--- src/ebs_consts.svh ---
// Offsets, field positions, reset values and codes of the bus signal select block
`ifndef EBS_CONSTS_SVH
`define EBS_CONSTS_SVH
`define EBS_WAIT_CTRL_INDEX 12'h0a7
`define EBS_CFG_INDEX     12'h0a8
`define EBS_STAT_INDEX    12'h0a9
`define EBS_WAIT_EN_BIT   0
`define EBS_WCLK_EN_BIT   1
`define EBS_WAIT_CTRL_RESET 2'h0
`define EBS_SEL_256K      2'h0
`define EBS_SEL_128K      2'h1
`define EBS_SEL_64K       2'h2
`define EBS_SEL_COMPAT    2'h3
`define EBS_SPLIT_ADDR    24'h800000
`define EBS_LEGACY_PAGE   8'h01
`define EBS_ADDR_A16      16
`define EBS_ADDR_A17      17
`endif

--- src/ebs_pkg.sv ---
// Types shared by the bus signal select block
package ebs_pkg;
  typedef enum logic [2:0] {
    EBS_IDLE = 3'h1,
    EBS_ADDR = 3'h2,
    EBS_DATA = 3'h4
  } ebs_state_e;
  typedef logic [1:0] ebs_sel_t;
endpackage

--- src/ebs_wclk_gen.sv ---
// Wait clock generator: half-rate square wave of the oscillator clock
`timescale 1ns/10ps
`default_nettype none
module ebs_wclk_gen (
  input  wire logic pclk,
  input  wire logic presetn,
  input  wire logic enable,
  output var  logic wclk
);
  always_ff @(posedge pclk or negedge presetn) begin
    if (!presetn) begin
      wclk <= 1'b0;
    end else if (enable) begin
      wclk <= ~wclk;
    end else begin
      wclk <= 1'b0;
    end
  end
endmodule
`default_nettype wire

--- src/ebs_top.sv ---
// External bus signal select: address/strobe routing, wait control and APB registers
//
// Notes on behaviour
// Code 00 puts A17 on port1_bit7 and A16 on port3_bit7; 01 only A16.
// Codes 00, 01, 10 assert program read and write strobes for all addresses.
// Code 10 leaves port3_bit7 a plain port pin, no A16 or A17.
// Code 11: data read strobe up to 7F:FFFFH, program read from 80:0000H.
// Code 11: write strobe only for writes into the legacy data region.
// Wait request input works only once realtime_wait_enable is written 1.
// External memory signals readiness by driving the wait request input.
// Wait clock appears on port1_bit7 only with realtime_wait_clock_enable set.
// Wait clock is a continuous square wave at half the oscillator rate.
// Page mode: port 0 holds A7:0, port 2 carries A15:8 then data.
// All timing comes from the single oscillator clock input.
// Selection field is a configuration strap, caught once, not software writable.
// Enabled wait request held low stretches the bus cycle until it rises.
// Both wait control enable bits are 0 after reset.
`timescale 1ns/10ps
`default_nettype none
`include "ebs_consts.svh"
module ebs_top #(
  parameter int ADDR_W = 24
) (
  input  wire logic              pclk,
  input  wire logic              presetn,
  input  wire logic              psel,
  input  wire logic              penable,
  input  wire logic              pwrite,
  input  wire logic [11:0]       paddr,
  input  wire logic [31:0]       pwdata,
  output var  logic [31:0]       prdata,
  output var  logic              pready,
  output var  logic              pslverr,
  input  wire logic [1:0]        memory_signal_select_strap,
  input  wire logic              page_mode_strap,
  input  wire logic              bus_req,
  input  wire logic [ADDR_W-1:0] bus_addr,
  input  wire logic              bus_write,
  input  wire logic [7:0]        bus_wdata,
  output var  logic [7:0]        bus_rdata,
  output var  logic              bus_done,
  output var  logic              bus_busy,
  input  wire logic              wait_request_n,
  input  wire logic              port1_bit7_gpio,
  input  wire logic              port3_bit7_gpio,
  input  wire logic [7:0]        port0_in,
  input  wire logic [7:0]        port2_in,
  output var  logic              port1_bit7_out,
  output var  logic              port3_bit7_out,
  output var  logic              program_read_strobe_n,
  output var  logic              write_strobe_n,
  output var  logic [7:0]        port0_out,
  output var  logic              port0_oe,
  output var  logic [7:0]        port2_out,
  output var  logic              port2_oe
);
  ebs_pkg::ebs_state_e state;
  ebs_pkg::ebs_state_e next_state;
  ebs_pkg::ebs_sel_t   mss;
  logic                page_mode;
  logic                cfg_valid;
  logic [1:0]          wait_control;
  logic [ADDR_W-1:0]   lat_addr;
  logic                lat_write;
  logic [7:0]          lat_wdata;
  logic                wclk;
  logic                stalled;
  logic                apb_done;
  logic                data_end;

  function automatic logic is_idx(input logic [11:0] a, input logic [11:0] idx);
    return a == {idx[9:0], 2'b00};
  endfunction

  function automatic logic prog_hit(input ebs_pkg::ebs_sel_t s, input logic [ADDR_W-1:0] a);
    if (s == `EBS_SEL_COMPAT) begin
      return a >= ADDR_W'(`EBS_SPLIT_ADDR);
    end
    return 1'b1;
  endfunction

  function automatic logic wr_hit(input ebs_pkg::ebs_sel_t s, input logic [ADDR_W-1:0] a);
    if (s == `EBS_SEL_COMPAT) begin
      return a[ADDR_W-1:16] == (ADDR_W-16)'(`EBS_LEGACY_PAGE);
    end
    return 1'b1;
  endfunction

  // Straps are sampled once, on the first edge after reset release
  always_ff @(posedge pclk or negedge presetn) begin
    if (!presetn) begin
      cfg_valid <= 1'b0;
      mss       <= `EBS_SEL_256K;
      page_mode <= 1'b0;
    end else if (!cfg_valid) begin
      cfg_valid <= 1'b1;
      mss       <= memory_signal_select_strap;
      page_mode <= page_mode_strap;
    end
  end

  assign apb_done = psel && penable && pready;

  always_ff @(posedge pclk or negedge presetn) begin
    if (!presetn) begin
      wait_control <= `EBS_WAIT_CTRL_RESET;
    end else if (apb_done && pwrite && is_idx(paddr, `EBS_WAIT_CTRL_INDEX)) begin
      wait_control <= pwdata[1:0];
    end
  end

  // APB slave: answer in the first cycle of the access phase, no wait state
  always_ff @(posedge pclk or negedge presetn) begin
    if (!presetn) begin
      pready  <= 1'b0;
      pslverr <= 1'b0;
      prdata  <= 32'h0;
    end else begin
      pready  <= psel && !penable;
      pslverr <= 1'b0;
      prdata  <= 32'h0;
      if (psel && !penable) begin
        if (is_idx(paddr, `EBS_WAIT_CTRL_INDEX)) begin
          prdata <= {30'h0, wait_control};
        end else if (is_idx(paddr, `EBS_CFG_INDEX)) begin
          prdata <= {29'h0, page_mode, mss};
        end else if (is_idx(paddr, `EBS_STAT_INDEX)) begin
          prdata <= {28'h0, stalled, state};
        end else begin
          pslverr <= 1'b1;
        end
      end
    end
  end

  assign stalled = (state == ebs_pkg::EBS_DATA) && wait_control[`EBS_WAIT_EN_BIT]
                   && !wait_request_n;

  always_comb begin
    next_state = state;
    case (state)
      ebs_pkg::EBS_IDLE: begin
        if (bus_req && cfg_valid) begin
          next_state = ebs_pkg::EBS_ADDR;
        end
      end
      ebs_pkg::EBS_ADDR: begin
        next_state = ebs_pkg::EBS_DATA;
      end
      ebs_pkg::EBS_DATA: begin
        if (!stalled) begin
          next_state = ebs_pkg::EBS_IDLE;
        end
      end
      default: begin
        next_state = ebs_pkg::EBS_IDLE;
      end
    endcase
  end

  always_ff @(posedge pclk or negedge presetn) begin
    if (!presetn) begin
      state <= ebs_pkg::EBS_IDLE;
    end else begin
      state <= next_state;
    end
  end

  always_ff @(posedge pclk or negedge presetn) begin
    if (!presetn) begin
      lat_addr  <= '0;
      lat_write <= 1'b0;
      lat_wdata <= 8'h0;
    end else if (state == ebs_pkg::EBS_IDLE && bus_req && cfg_valid) begin
      lat_addr  <= bus_addr;
      lat_write <= bus_write;
      lat_wdata <= bus_wdata;
    end
  end

  // Read byte is taken one edge after the data phase: pins lag state by a cycle,
  // so at the data phase edge they still show our own address
  always_ff @(posedge pclk or negedge presetn) begin
    if (!presetn) begin
      data_end  <= 1'b0;
      bus_done  <= 1'b0;
      bus_busy  <= 1'b0;
      bus_rdata <= 8'h0;
    end else begin
      data_end <= (state == ebs_pkg::EBS_DATA) && !stalled;
      bus_done <= data_end;
      bus_busy <= state != ebs_pkg::EBS_IDLE;
      if (data_end && !lat_write) begin
        bus_rdata <= page_mode ? port2_in : port0_in;
      end
    end
  end

  ebs_wclk_gen u_wclk (
    .pclk    (pclk),
    .presetn (presetn),
    .enable  (wait_control[`EBS_WCLK_EN_BIT]),
    .wclk    (wclk)
  );

  // Multiplexed pins and strobes, registered copies of the current phase
  always_ff @(posedge pclk or negedge presetn) begin
    if (!presetn) begin
      port1_bit7_out        <= 1'b1;
      port3_bit7_out        <= 1'b1;
      program_read_strobe_n <= 1'b1;
      write_strobe_n        <= 1'b1;
    end else begin
      if (mss == `EBS_SEL_256K) begin
        port1_bit7_out <= lat_addr[`EBS_ADDR_A17];
      end else if (wait_control[`EBS_WCLK_EN_BIT]) begin
        port1_bit7_out <= wclk;
      end else begin
        port1_bit7_out <= port1_bit7_gpio;
      end
      case (mss)
        `EBS_SEL_256K, `EBS_SEL_128K: port3_bit7_out <= lat_addr[`EBS_ADDR_A16];
        `EBS_SEL_64K: port3_bit7_out <= port3_bit7_gpio;
        default: port3_bit7_out <= !(state == ebs_pkg::EBS_DATA && !lat_write
                                     && !prog_hit(mss, lat_addr));
      endcase
      program_read_strobe_n <= !(state == ebs_pkg::EBS_DATA && !lat_write
                                 && prog_hit(mss, lat_addr));
      write_strobe_n <= !(state == ebs_pkg::EBS_DATA && lat_write && wr_hit(mss, lat_addr));
    end
  end

  always_ff @(posedge pclk or negedge presetn) begin
    if (!presetn) begin
      port0_out <= 8'h0;
      port0_oe  <= 1'b0;
      port2_out <= 8'h0;
      port2_oe  <= 1'b0;
    end else begin
      port0_out <= lat_addr[7:0];
      port0_oe  <= state != ebs_pkg::EBS_IDLE;
      port2_out <= lat_addr[15:8];
      port2_oe  <= state != ebs_pkg::EBS_IDLE;
      if (state == ebs_pkg::EBS_DATA) begin
        if (page_mode) begin
          port2_out <= lat_wdata;
          port2_oe  <= lat_write;
        end else begin
          port0_out <= lat_wdata;
          port0_oe  <= lat_write;
        end
      end
    end
  end
endmodule
`default_nettype wire

--- config.mk ---
export PLATFORM = sky130hd
export DESIGN_NAME = ebs_top
export DESIGN_NICKNAME = d
export VERILOG_FILES = /design/src/ebs_pkg.sv /design/src/ebs_wclk_gen.sv /design/src/ebs_top.sv
export VERILOG_INCLUDE_DIRS = /design/src
export SDC_FILE = /design/constraint.sdc
export NUM_CORES = 1
export LEC_CHECK = 0
export BUFFER_PORTS_ARGS = -buffer_cell sky130_fd_sc_hd__buf_2
export CORE_MARGIN = 3
export CORE_UTILIZATION = 35
export DETAILED_ROUTE_END_ITERATION = 10
export GPL_TIMING_DRIVEN = 0
export REMOVE_ABC_BUFFERS = 1
export SLEW_MARGIN = 20
export SYNTH_ARGS = -nofsm -noshare
export SYNTH_HDL_FRONTEND = slang
export SYNTH_SLANG_ARGS = --single-unit
--- constraint.sdc ---
create_clock -name pclk -period 2 [get_ports pclk]
set_input_delay 0.4 -clock pclk [delete_from_list [all_inputs] [get_ports pclk]]
set_output_delay 0.4 -clock pclk [all_outputs]
set_load 0.1 [all_outputs]
# Word-level counts from Yosys, hierarchy flattened
# Index checks and enable logic that the tools add are counted.
# classes
addsub	0
div_mod_pow	0
n_mux	32
eq_ne	13
n_reduce_logical	29
mul	0
bitwise	1
n_lt_le_gt_ge	1
n_shift	0
# ops
op	n
two-way mux 8 bit	5
== test 12 x 10 -> 1 bit, second input constant	3
two-way mux 32 bit	1
>= comparator 24 bit, second input constant	1
two-way mux 1 bit	19
logical AND 1 bit	17
two-way mux 4 bit	3
one-hot mux 3 bit (3 select lines)	1
== test 8 x 1 -> 1 bit, second input constant	1
zero test 1 bit	8
two-way mux 3 bit	2
== test 2 bit, second input constant	2
inequality test 2 bit, second input constant	2
== test 3 x 1 -> 1 bit, second input constant	1
== test 3 x 2 -> 1 bit, second input constant	1
== test 3 bit, second input constant	1
inequality test 3 x 1 -> 1 bit, second input constant	1
OR reduction 3 bit	1
== test 2 x 1 -> 1 bit, second input constant	1
zero test 2 bit	1
one-hot mux 1 bit (2 select lines)	1
AND reduction 2 bit	1
OR reduction 2 bit	1
NOT 1 bit	1
# word_totals
reg_bits	110
in_bits	105
elab_cells	100
romBits	0
mem_count	0
ram_bits	0
latch_bits	0
out_inout_bits	66

# Longest topological paths before layout
# Gate-level depths: netlist of run 1.
# logic_depth
word_depth	9
depth_mapped	5
ltp_nobuf	3

# Modules after synthesis
# From an unflattened synthesis of run 1, not the netlist that was laid out.
# hier_totals
hier_cells	251
hier_area_um2	3485.8
# by_module_without_submodules
module	instances	area_each_um2	cells_each	seq_area_each_um2
ebs_top	1	3447.1	249	2033.2
ebs_wclk_gen	1	38.8	2	25.0

# Worst setup path before layout of run 1
# Ideal clock, no wire load.
# synth_timing
path_type	reg-to-reg
from	reg pready
to	reg wait_control[0]
slack_ps	156
setup_time_ps	125
t_arrival_ps	1719
stages_incl_launch_ff	4
n_path_buf	0
cell_sequence	dfrtp_1 > and4_1 > and4_1 > mux2_2
# synth_via
elab_chain_cells	3
# synth_rtl
item	line_no	source
start: declaration	ebs_top.sv:32	output var logic pready,
start signal: assignment	ebs_top.sv:119	pready <= psel && !penable;
logical AND 1 bit	ebs_top.sv:102	assign apb_done = psel && penable && pready;
logical AND 1 bit (2 in a row)	ebs_top.sv:107	end else if (apb_done && pwrite && is_idx(paddr, `EBS_WAIT_CTRL_INDEX)) begin
end signal: assignment	ebs_top.sv:106	wait_control <= `EBS_WAIT_CTRL_RESET;
end signal: assignment	ebs_top.sv:108	wait_control <= pwdata[1:0];
end: declaration	ebs_top.sv:62	logic [1:0] wait_control;
# No other way between the ends.
# A chain may end at the register's enable or synchronous reset.

# Final worst setup path of run 1
# layout_timing
from	reg state[1]
to	reg port2_out[6]
# layout_via
elab_chain_cells	2
# layout_rtl
item	line_no	source
start: declaration	ebs_top.sv:57	ebs_pkg::ebs_state_e state;
start signal: assignment	ebs_top.sv:163	state <= ebs_pkg::EBS_IDLE;
start signal: assignment	ebs_top.sv:165	state <= next_state;
== test 3 bit	ebs_top.sv:244	if (state == ebs_pkg::EBS_DATA) begin
two-way mux 8 bit	ebs_top.sv:244	
end signal: assignment	ebs_top.sv:242	port2_out <= lat_addr[15:8];
end signal: assignment	ebs_top.sv:246	port2_out <= lat_wdata;
end: declaration	ebs_top.sv:54	output var logic [7:0] port2_out,
# No other way between the ends.

==> metrics.txt, run 1 <==
synthesized instance count=around 250; R2R Setup Slk=about 140 ps; WL final=between 7 and 8 mm; synthesized area per cell=13.9 um^2; fin crit share=between 90 and 100%; clock latency on the worst-skew pair=350 ps; Final Critical Period=approximately 1900 ps; Synth top area share=55.4%; worst-margin pin slew=700 ps; post-synthesis register bit count=82; Synth area leaders=dfrtp_1 55%, mux2_2 17%, buf_4 6.0%; DR pass1 iterations=2; Power, Total=roughly 5.4 mW; R2R Path End=port2_out[6]$_DFF_PN0_; failing checks=negative hold slack; Layout Cells excl Fill=~500; Netlist cell types=35; total of max-cap violations=0; DRC=0; Layout area overhead=23.8%; Die Area=around 11000 um^2; setup TNS=0 ps; initial antenna violation count=0; vias in the first global route=approximately 2300; dpl cells=a little under 500; Core Rows=35; port bufs=112; commonest non-fill, non-tap cell in the layout=buf_2; # diodes=0; All-Layer GR Usage=roughly 13%; Fin. Hold Viols=22; Final setup viols=0; clock-pin slew on the worst setup and hold paths=around 80 ps; critical path arrival=about 2100 ps; global-route wire length before repair=roughly 11 mm; mean number of vias per cell=about 4.5; Root Buffer=clkbuf_8; worst vdd ir=0.667 mV; largest net degree at the start of global routing=51; WHS=-9.89 ps; I/O pin count=approximately 170; CORE AREA=~9500 um^2; Pleak=2.10 nW; clock tree sinks=82; fin nets=between 400 and 500; Core Util, Final=between 40 and 50%; Startpoint Class=register; Slew Viols, Final=0; Design Area, Final=~4300 um^2; post-synth design cell area=3480 um^2; Initial Util=between 30 and 40%; global placement routability congestion=between 0.7 and 0.8; clk_skew=15.1 ps; Max Fanout on Critical Path=9; status=finished, violations left; Vias=approximately 2300; H-tree levels=3; unrepaired setup endpoints after global routing=no; worst min path class=primary input to asynchronous set/reset pin; post-route ant nets=0; die width=about 110 um; Die H=106 um; GRT Residual Overflow=0; reg2reg start=state[1]$_DFFE_PN0P_; crit path kind=register to register; Post-DP Area=roughly 4100 um^2; CP Data Required Time=2230 ps; clock buffer depth=2; wire per inst=14.0 um; Slew headroom=between 50% and 60%; Detail Placement HPWL=roughly 5.2 mm; fraction of layout cells with a size suffix above 1=50.9%; CP endpoint kind=register; CTS tree=done; largest area contributor in the netlist=dfrtp_1; power per cell area=~1200 nW/um^2; drt initial violations=48; Syn. warnings=0; cts bufs inserted=9; register area share after synthesis=about three fifths; r2r worst-path depth=3; Fmax achieved=between 500 and 600 MHz; most frequent cells in the layout=111 x buf_2, 77 x dfrtp_1, 51 x mux2_2
[state kept, by name, summed over array words and instances, names as in the netlist, 2 cells and up]
register / count
lat_addr: 24
port2_out: 8
prdata: 4
port0_out: 8
wait_control: 2
lat_wdata: 8
state: 3
bus_rdata: 8
mss: 2
[metal layers]
layer | global-route usage [%] | part of all wire, % | up-vias
met5 | 0 | 0 | -
met4 | 4.63 | 1.6 | 0
met3 | 6.25 | 11 | 11
met2 | 19.4 | 45 | 107
met1 | 15.5 | 42 | 1079
li1 | - | - | 1055
[logic make-up (layout without fill, tap and decap cells)]
family | after synthesis | in the layout | share of synthesized area [%]
multiplexers | 66 | 66 | 21.0
AND/OR/NAND/NOR | 43 | 43 | 8.27
buffers and inverters | 39 | 134 | 8.34
flip-flops | 82 | 82 | 59.2
AO/OA/AOI/OAI | 19 | 19 | 2.99
other | 2 | 29 | 0.216
[where the power goes]
part           switching (mW)  internal, mW  total, mW
clock                   0.578         0.734       1.31
sequential              0.168          1.98       2.14
combinational            1.51         0.400       1.91
[synthesized netlist by cell type (all sizes together)]
cell type	count
dfrtp	77
mux2	56
buf	34
nand2	11
o21ai	11
mux2i	10
nor2	8
dfstp	5
a21oi	4
inv	4
nor4b	4
nor2b	3
a22oi	2
and4	2
conb	2
nand2b	2
nor3b	2
nor4	2
or3b	2
and2	1
and3	1
and4b	1
clkbuf	1
nand3	1
nor3	1
o211ai	1
o22ai	1
or3	1
or4bb	1
[timing repair]
item / in CTS / in global routing
gates resized for setup: 1 / 1
endpoints found under the setup margin: 20 / 7
buffers inserted: 0 / 0
pin swaps: 0 / 0
cloned: 0 / 0
hold buffers: 0 / 0
[worst max-delay path, cell delays in order, from the launching register on]
cell     delay, ps
dfrtp_1        440
or3b_1         650
nor2_8         300
mux2_2         370
[metrics by stage]
step,worst slack (ps),hold slack (ps)
global placement,-795,365
CTS,60.4,0.674
floorplan,-196,104
global route,52.9,2.14
detailed placement,4.04,378
finish,138,-9.89
[final cells by class]
type	instances	area (um^2)
Sequential cell	82	2060
Timing Repair Buffer	114	611
Clock inverter	5	77.6
Inverter	4	15.0
Clock buffer	11	141
Tap cell	129	161
Fill cell	918	5150
Multi-Input combinational cell	157	1240
[worst max-delay path by stage]
stage	cells after the start	slack (ps)	end	startpoint
2_1_floorplan	3	-200	lat_addr[0]$_DFFE_PN0P_	state[0]$_DFFE_PN1P_
3_3_place_gp	3	-790	lat_wdata[1]$_DFFE_PN0P_	state[0]$_DFFE_PN1P_
3_5_place_dp	4	4	lat_wdata[2]$_DFFE_PN0P_	state[0]$_DFFE_PN1P_
4_1_cts	4	60	lat_wdata[3]$_DFFE_PN0P_	state[0]$_DFFE_PN1P_
5_1_grt	3	50	port0_out[0]$_DFF_PN0_	state[1]$_DFFE_PN0P_
6_report	3	140	port2_out[6]$_DFF_PN0_	state[1]$_DFFE_PN0P_
No activity file was read; power rests on OpenSTA's default activity.
==> inputs of run 2 (changes only) <==
- BUFFER_PORTS_ARGS: -buffer_cell sky130_fd_sc_hd__buf_2 -> -buffer_cell sky130_fd_sc_hd__buf_4
==> run 2 against run 1 <==
Compared with the run above: the flow now finishes without violations; first-iteration DRC count decreased by 10%; wire length about the same; critical path depth increased by 1; via count decreased by 2.1%; clock-buffer cell count decreased by 1; non-clock buffer count decreased by 1.
==> metrics.txt, run 2 (synthesis results as in run 1) <==
post-route ant nets=0 (unchanged); cts bufs inserted=9 (unchanged); DRC=0 (unchanged); Final Critical Period=1870 ps (was 1860 ps); initial antenna violation count=0 (unchanged); clk_skew=14.2 ps (was 15.1 ps); clock latency on the worst-skew pair=350 ps (about the same); Layout area overhead=30.9% (was 23.8%); Vias=2205 (was 2252); Post-DP Area=4330 um^2 (was 4080 um^2); # diodes=0 (unchanged); commonest non-fill, non-tap cell in the layout=buf_4 (was buf_2); Die Area=11200 um^2 (unchanged); die width=106 um (unchanged); vias in the first global route=2251 (was 2258); Design Area, Final=4550 um^2 (was 4310 um^2); CP endpoint kind=register (unchanged); clock buffer depth=2 (unchanged); Slew Viols, Final=0 (unchanged); Pleak=2.18 nW (was 2.10 nW); Post-CTS Resized=0 (was 1); global-route wire length before repair=11.2 mm (was 11.1 mm); wire per inst=14.0 um (about the same); port bufs=112 (unchanged); I/O pin count=171 (unchanged); global placement routability congestion=0.718 (was 0.711); setup TNS=0 ps (unchanged); GRT Residual Overflow=0 (unchanged); clock tree sinks=82 (unchanged); Cell Chain, Critical Path=nor3b_2, and3_4, buf_12, mux2_2 (was or3b_1, nor2_8, mux2_2); All-Layer GR Usage=12.9% (was 12.7%); hold_buf cts=0 (unchanged); CP max-delay cell=dfstp_2 (was or3b_1); unrepaired setup endpoints after global routing=no (unchanged); worst-margin pin slew=735 ps (was 700 ps); Biggest register=lat_addr (unchanged); reg2reg start=state[0]$_DFFE_PN1P_ (was state[1]$_DFFE_PN0P_); critical path buffer and inverter count=1 (was 0); pre-CTS setup slack=25.1 ps (was 4.04 ps); Worst setup startpoint=state[0]$_DFFE_PN1P_ (was state[1]$_DFFE_PN0P_); status=completed (was finished, violations left); power per cell area=1200 nW/um^2 (was 1250 nW/um^2); fin worst setup slack=131 ps (was 138 ps); Setup Buffers After CTS=0 (unchanged); WL final=7.02 mm (about the same); CP Data Required Time=2230 ps (about the same); worst vdd ir=0.612 mV (was 0.667 mV); clock-pin slew on the worst setup and hold paths=80 ps (about the same); CTS tree=done (unchanged); Initial Util=36.8% (unchanged); Core Rows=35 (unchanged); Crit path largest cell delay=550 ps (was 650 ps); Fin. Hold Viols=0 (was 22); worst min path class=primary input to asynchronous set/reset pin (unchanged); DR pass1 iterations=4 (was 2); Die H=106 um (unchanged); critical path arrival=2100 ps (was 2090 ps); most frequent cells in the layout=111 x buf_4, 77 x dfrtp_1, 51 x mux2_2 (was 111 x buf_2, 77 x dfrtp_1, 51 x mux2_2); Startpoint Class=register (unchanged); largest net degree at the start of global routing=83 (was 51); fraction of layout cells with a size suffix above 1=50.8% (was 50.9%); Root Buffer=clkbuf_8 (unchanged); crit path kind=register to register (unchanged); Max Fanout on Critical Path=27 (was 9); Detail Placement HPWL=5.10 mm (was 5.15 mm); CORE AREA=9460 um^2 (unchanged); Final setup viols=0 (unchanged); CP top delay family=simple AND/OR/NAND/NOR gates (unchanged); H-tree levels=3 (unchanged); Slew headroom=51.0% (was 53.3%); Fmax achieved=535 MHz (was 537 MHz); fillers=873 (was 918); drt initial violations=43 (was 48); fin crit share=93.5% (was 93.1%); total of max-cap violations=0 (unchanged); fin nets=472 (was 473); Largest register FFs=24 (unchanged); mean number of vias per cell=4.40 (was 4.49)
[run 2: cell count changes in the layout (fill, tap and decap cells not counted), sizes merged]
cell,delta
clkinvlp,-1
buf,-1
clkinv,+2
clkbuf,-1
[run 2: power breakdown]
part / leakage (nW) / switching [mW] / internal [mW]
Sequential: 0.986 / 0.172 / 1.98
Clock: 0.110 / 0.590 / 0.708
Combinational: 1.08 / 1.51 / 0.516
[run 2: layer usage]
| metal | vias to the layer above | routed length, um | GRT usage, % |
|---|---|---|---|
| li1 | 1049 | - | - |
| met1 | 1045 | 2890 | 15.6 |
| met2 | 106 | 3270 | 19.9 |
| met3 | 5 | 827 | 6.92 |
| met4 | 0 | 35 | 3.33 |
| met5 | - | 0 | 0 |
[run 2: final cells by class]
type / instances / area (um^2) / area share, %
clock buffers: 10 / 128 / 2.80
clock inverters: 6 / 91.3 / 2.01
inverters: 4 / 15.0 / 0.330
multi-input cells: 157 / 1240 / 27.1
flip-flops and latches: 82 / 2060 / 45.2
well taps: 129 / 161 / 3.54
repair buffers: 113 / 865 / 19.0
[run 2: worst paths after layout]
check | end | slack [ps] | cells past startpoint
worst min-delay path | prdata[0]$_DFF_PN0_ | 70 | 1
worst max register to register | lat_addr[5]$_DFFE_PN0P_ | 130 | 4
min in group pclk | pready$_DFF_PN0_ | 230 | 2
worst min register to register | bus_done$_DFF_PN0_ | 390 | 0
max in group asynchronous | lat_addr[23]$_DFFE_PN0P_ | 1400 | 1
worst max-delay path | lat_addr[5]$_DFFE_PN0P_ | 130 | 4
[run 2: metrics by stage]
step / hold WS (ps) / cells / power [mW] / util (%)
2_1_floorplan: 104 / 243 / 3.72 / -
3_5_place_dp: 382 / 485 / 4.23 / 45.8
5_1_grt: 136 / 501 / 5.74 / 48.1
3_3_place_gp: 363 / 484 / 4.20 / 45.5
4_1_cts: 209 / 501 / 5.55 / 48.1
6_report: 72.7 / 501 / 5.47 / 48.1
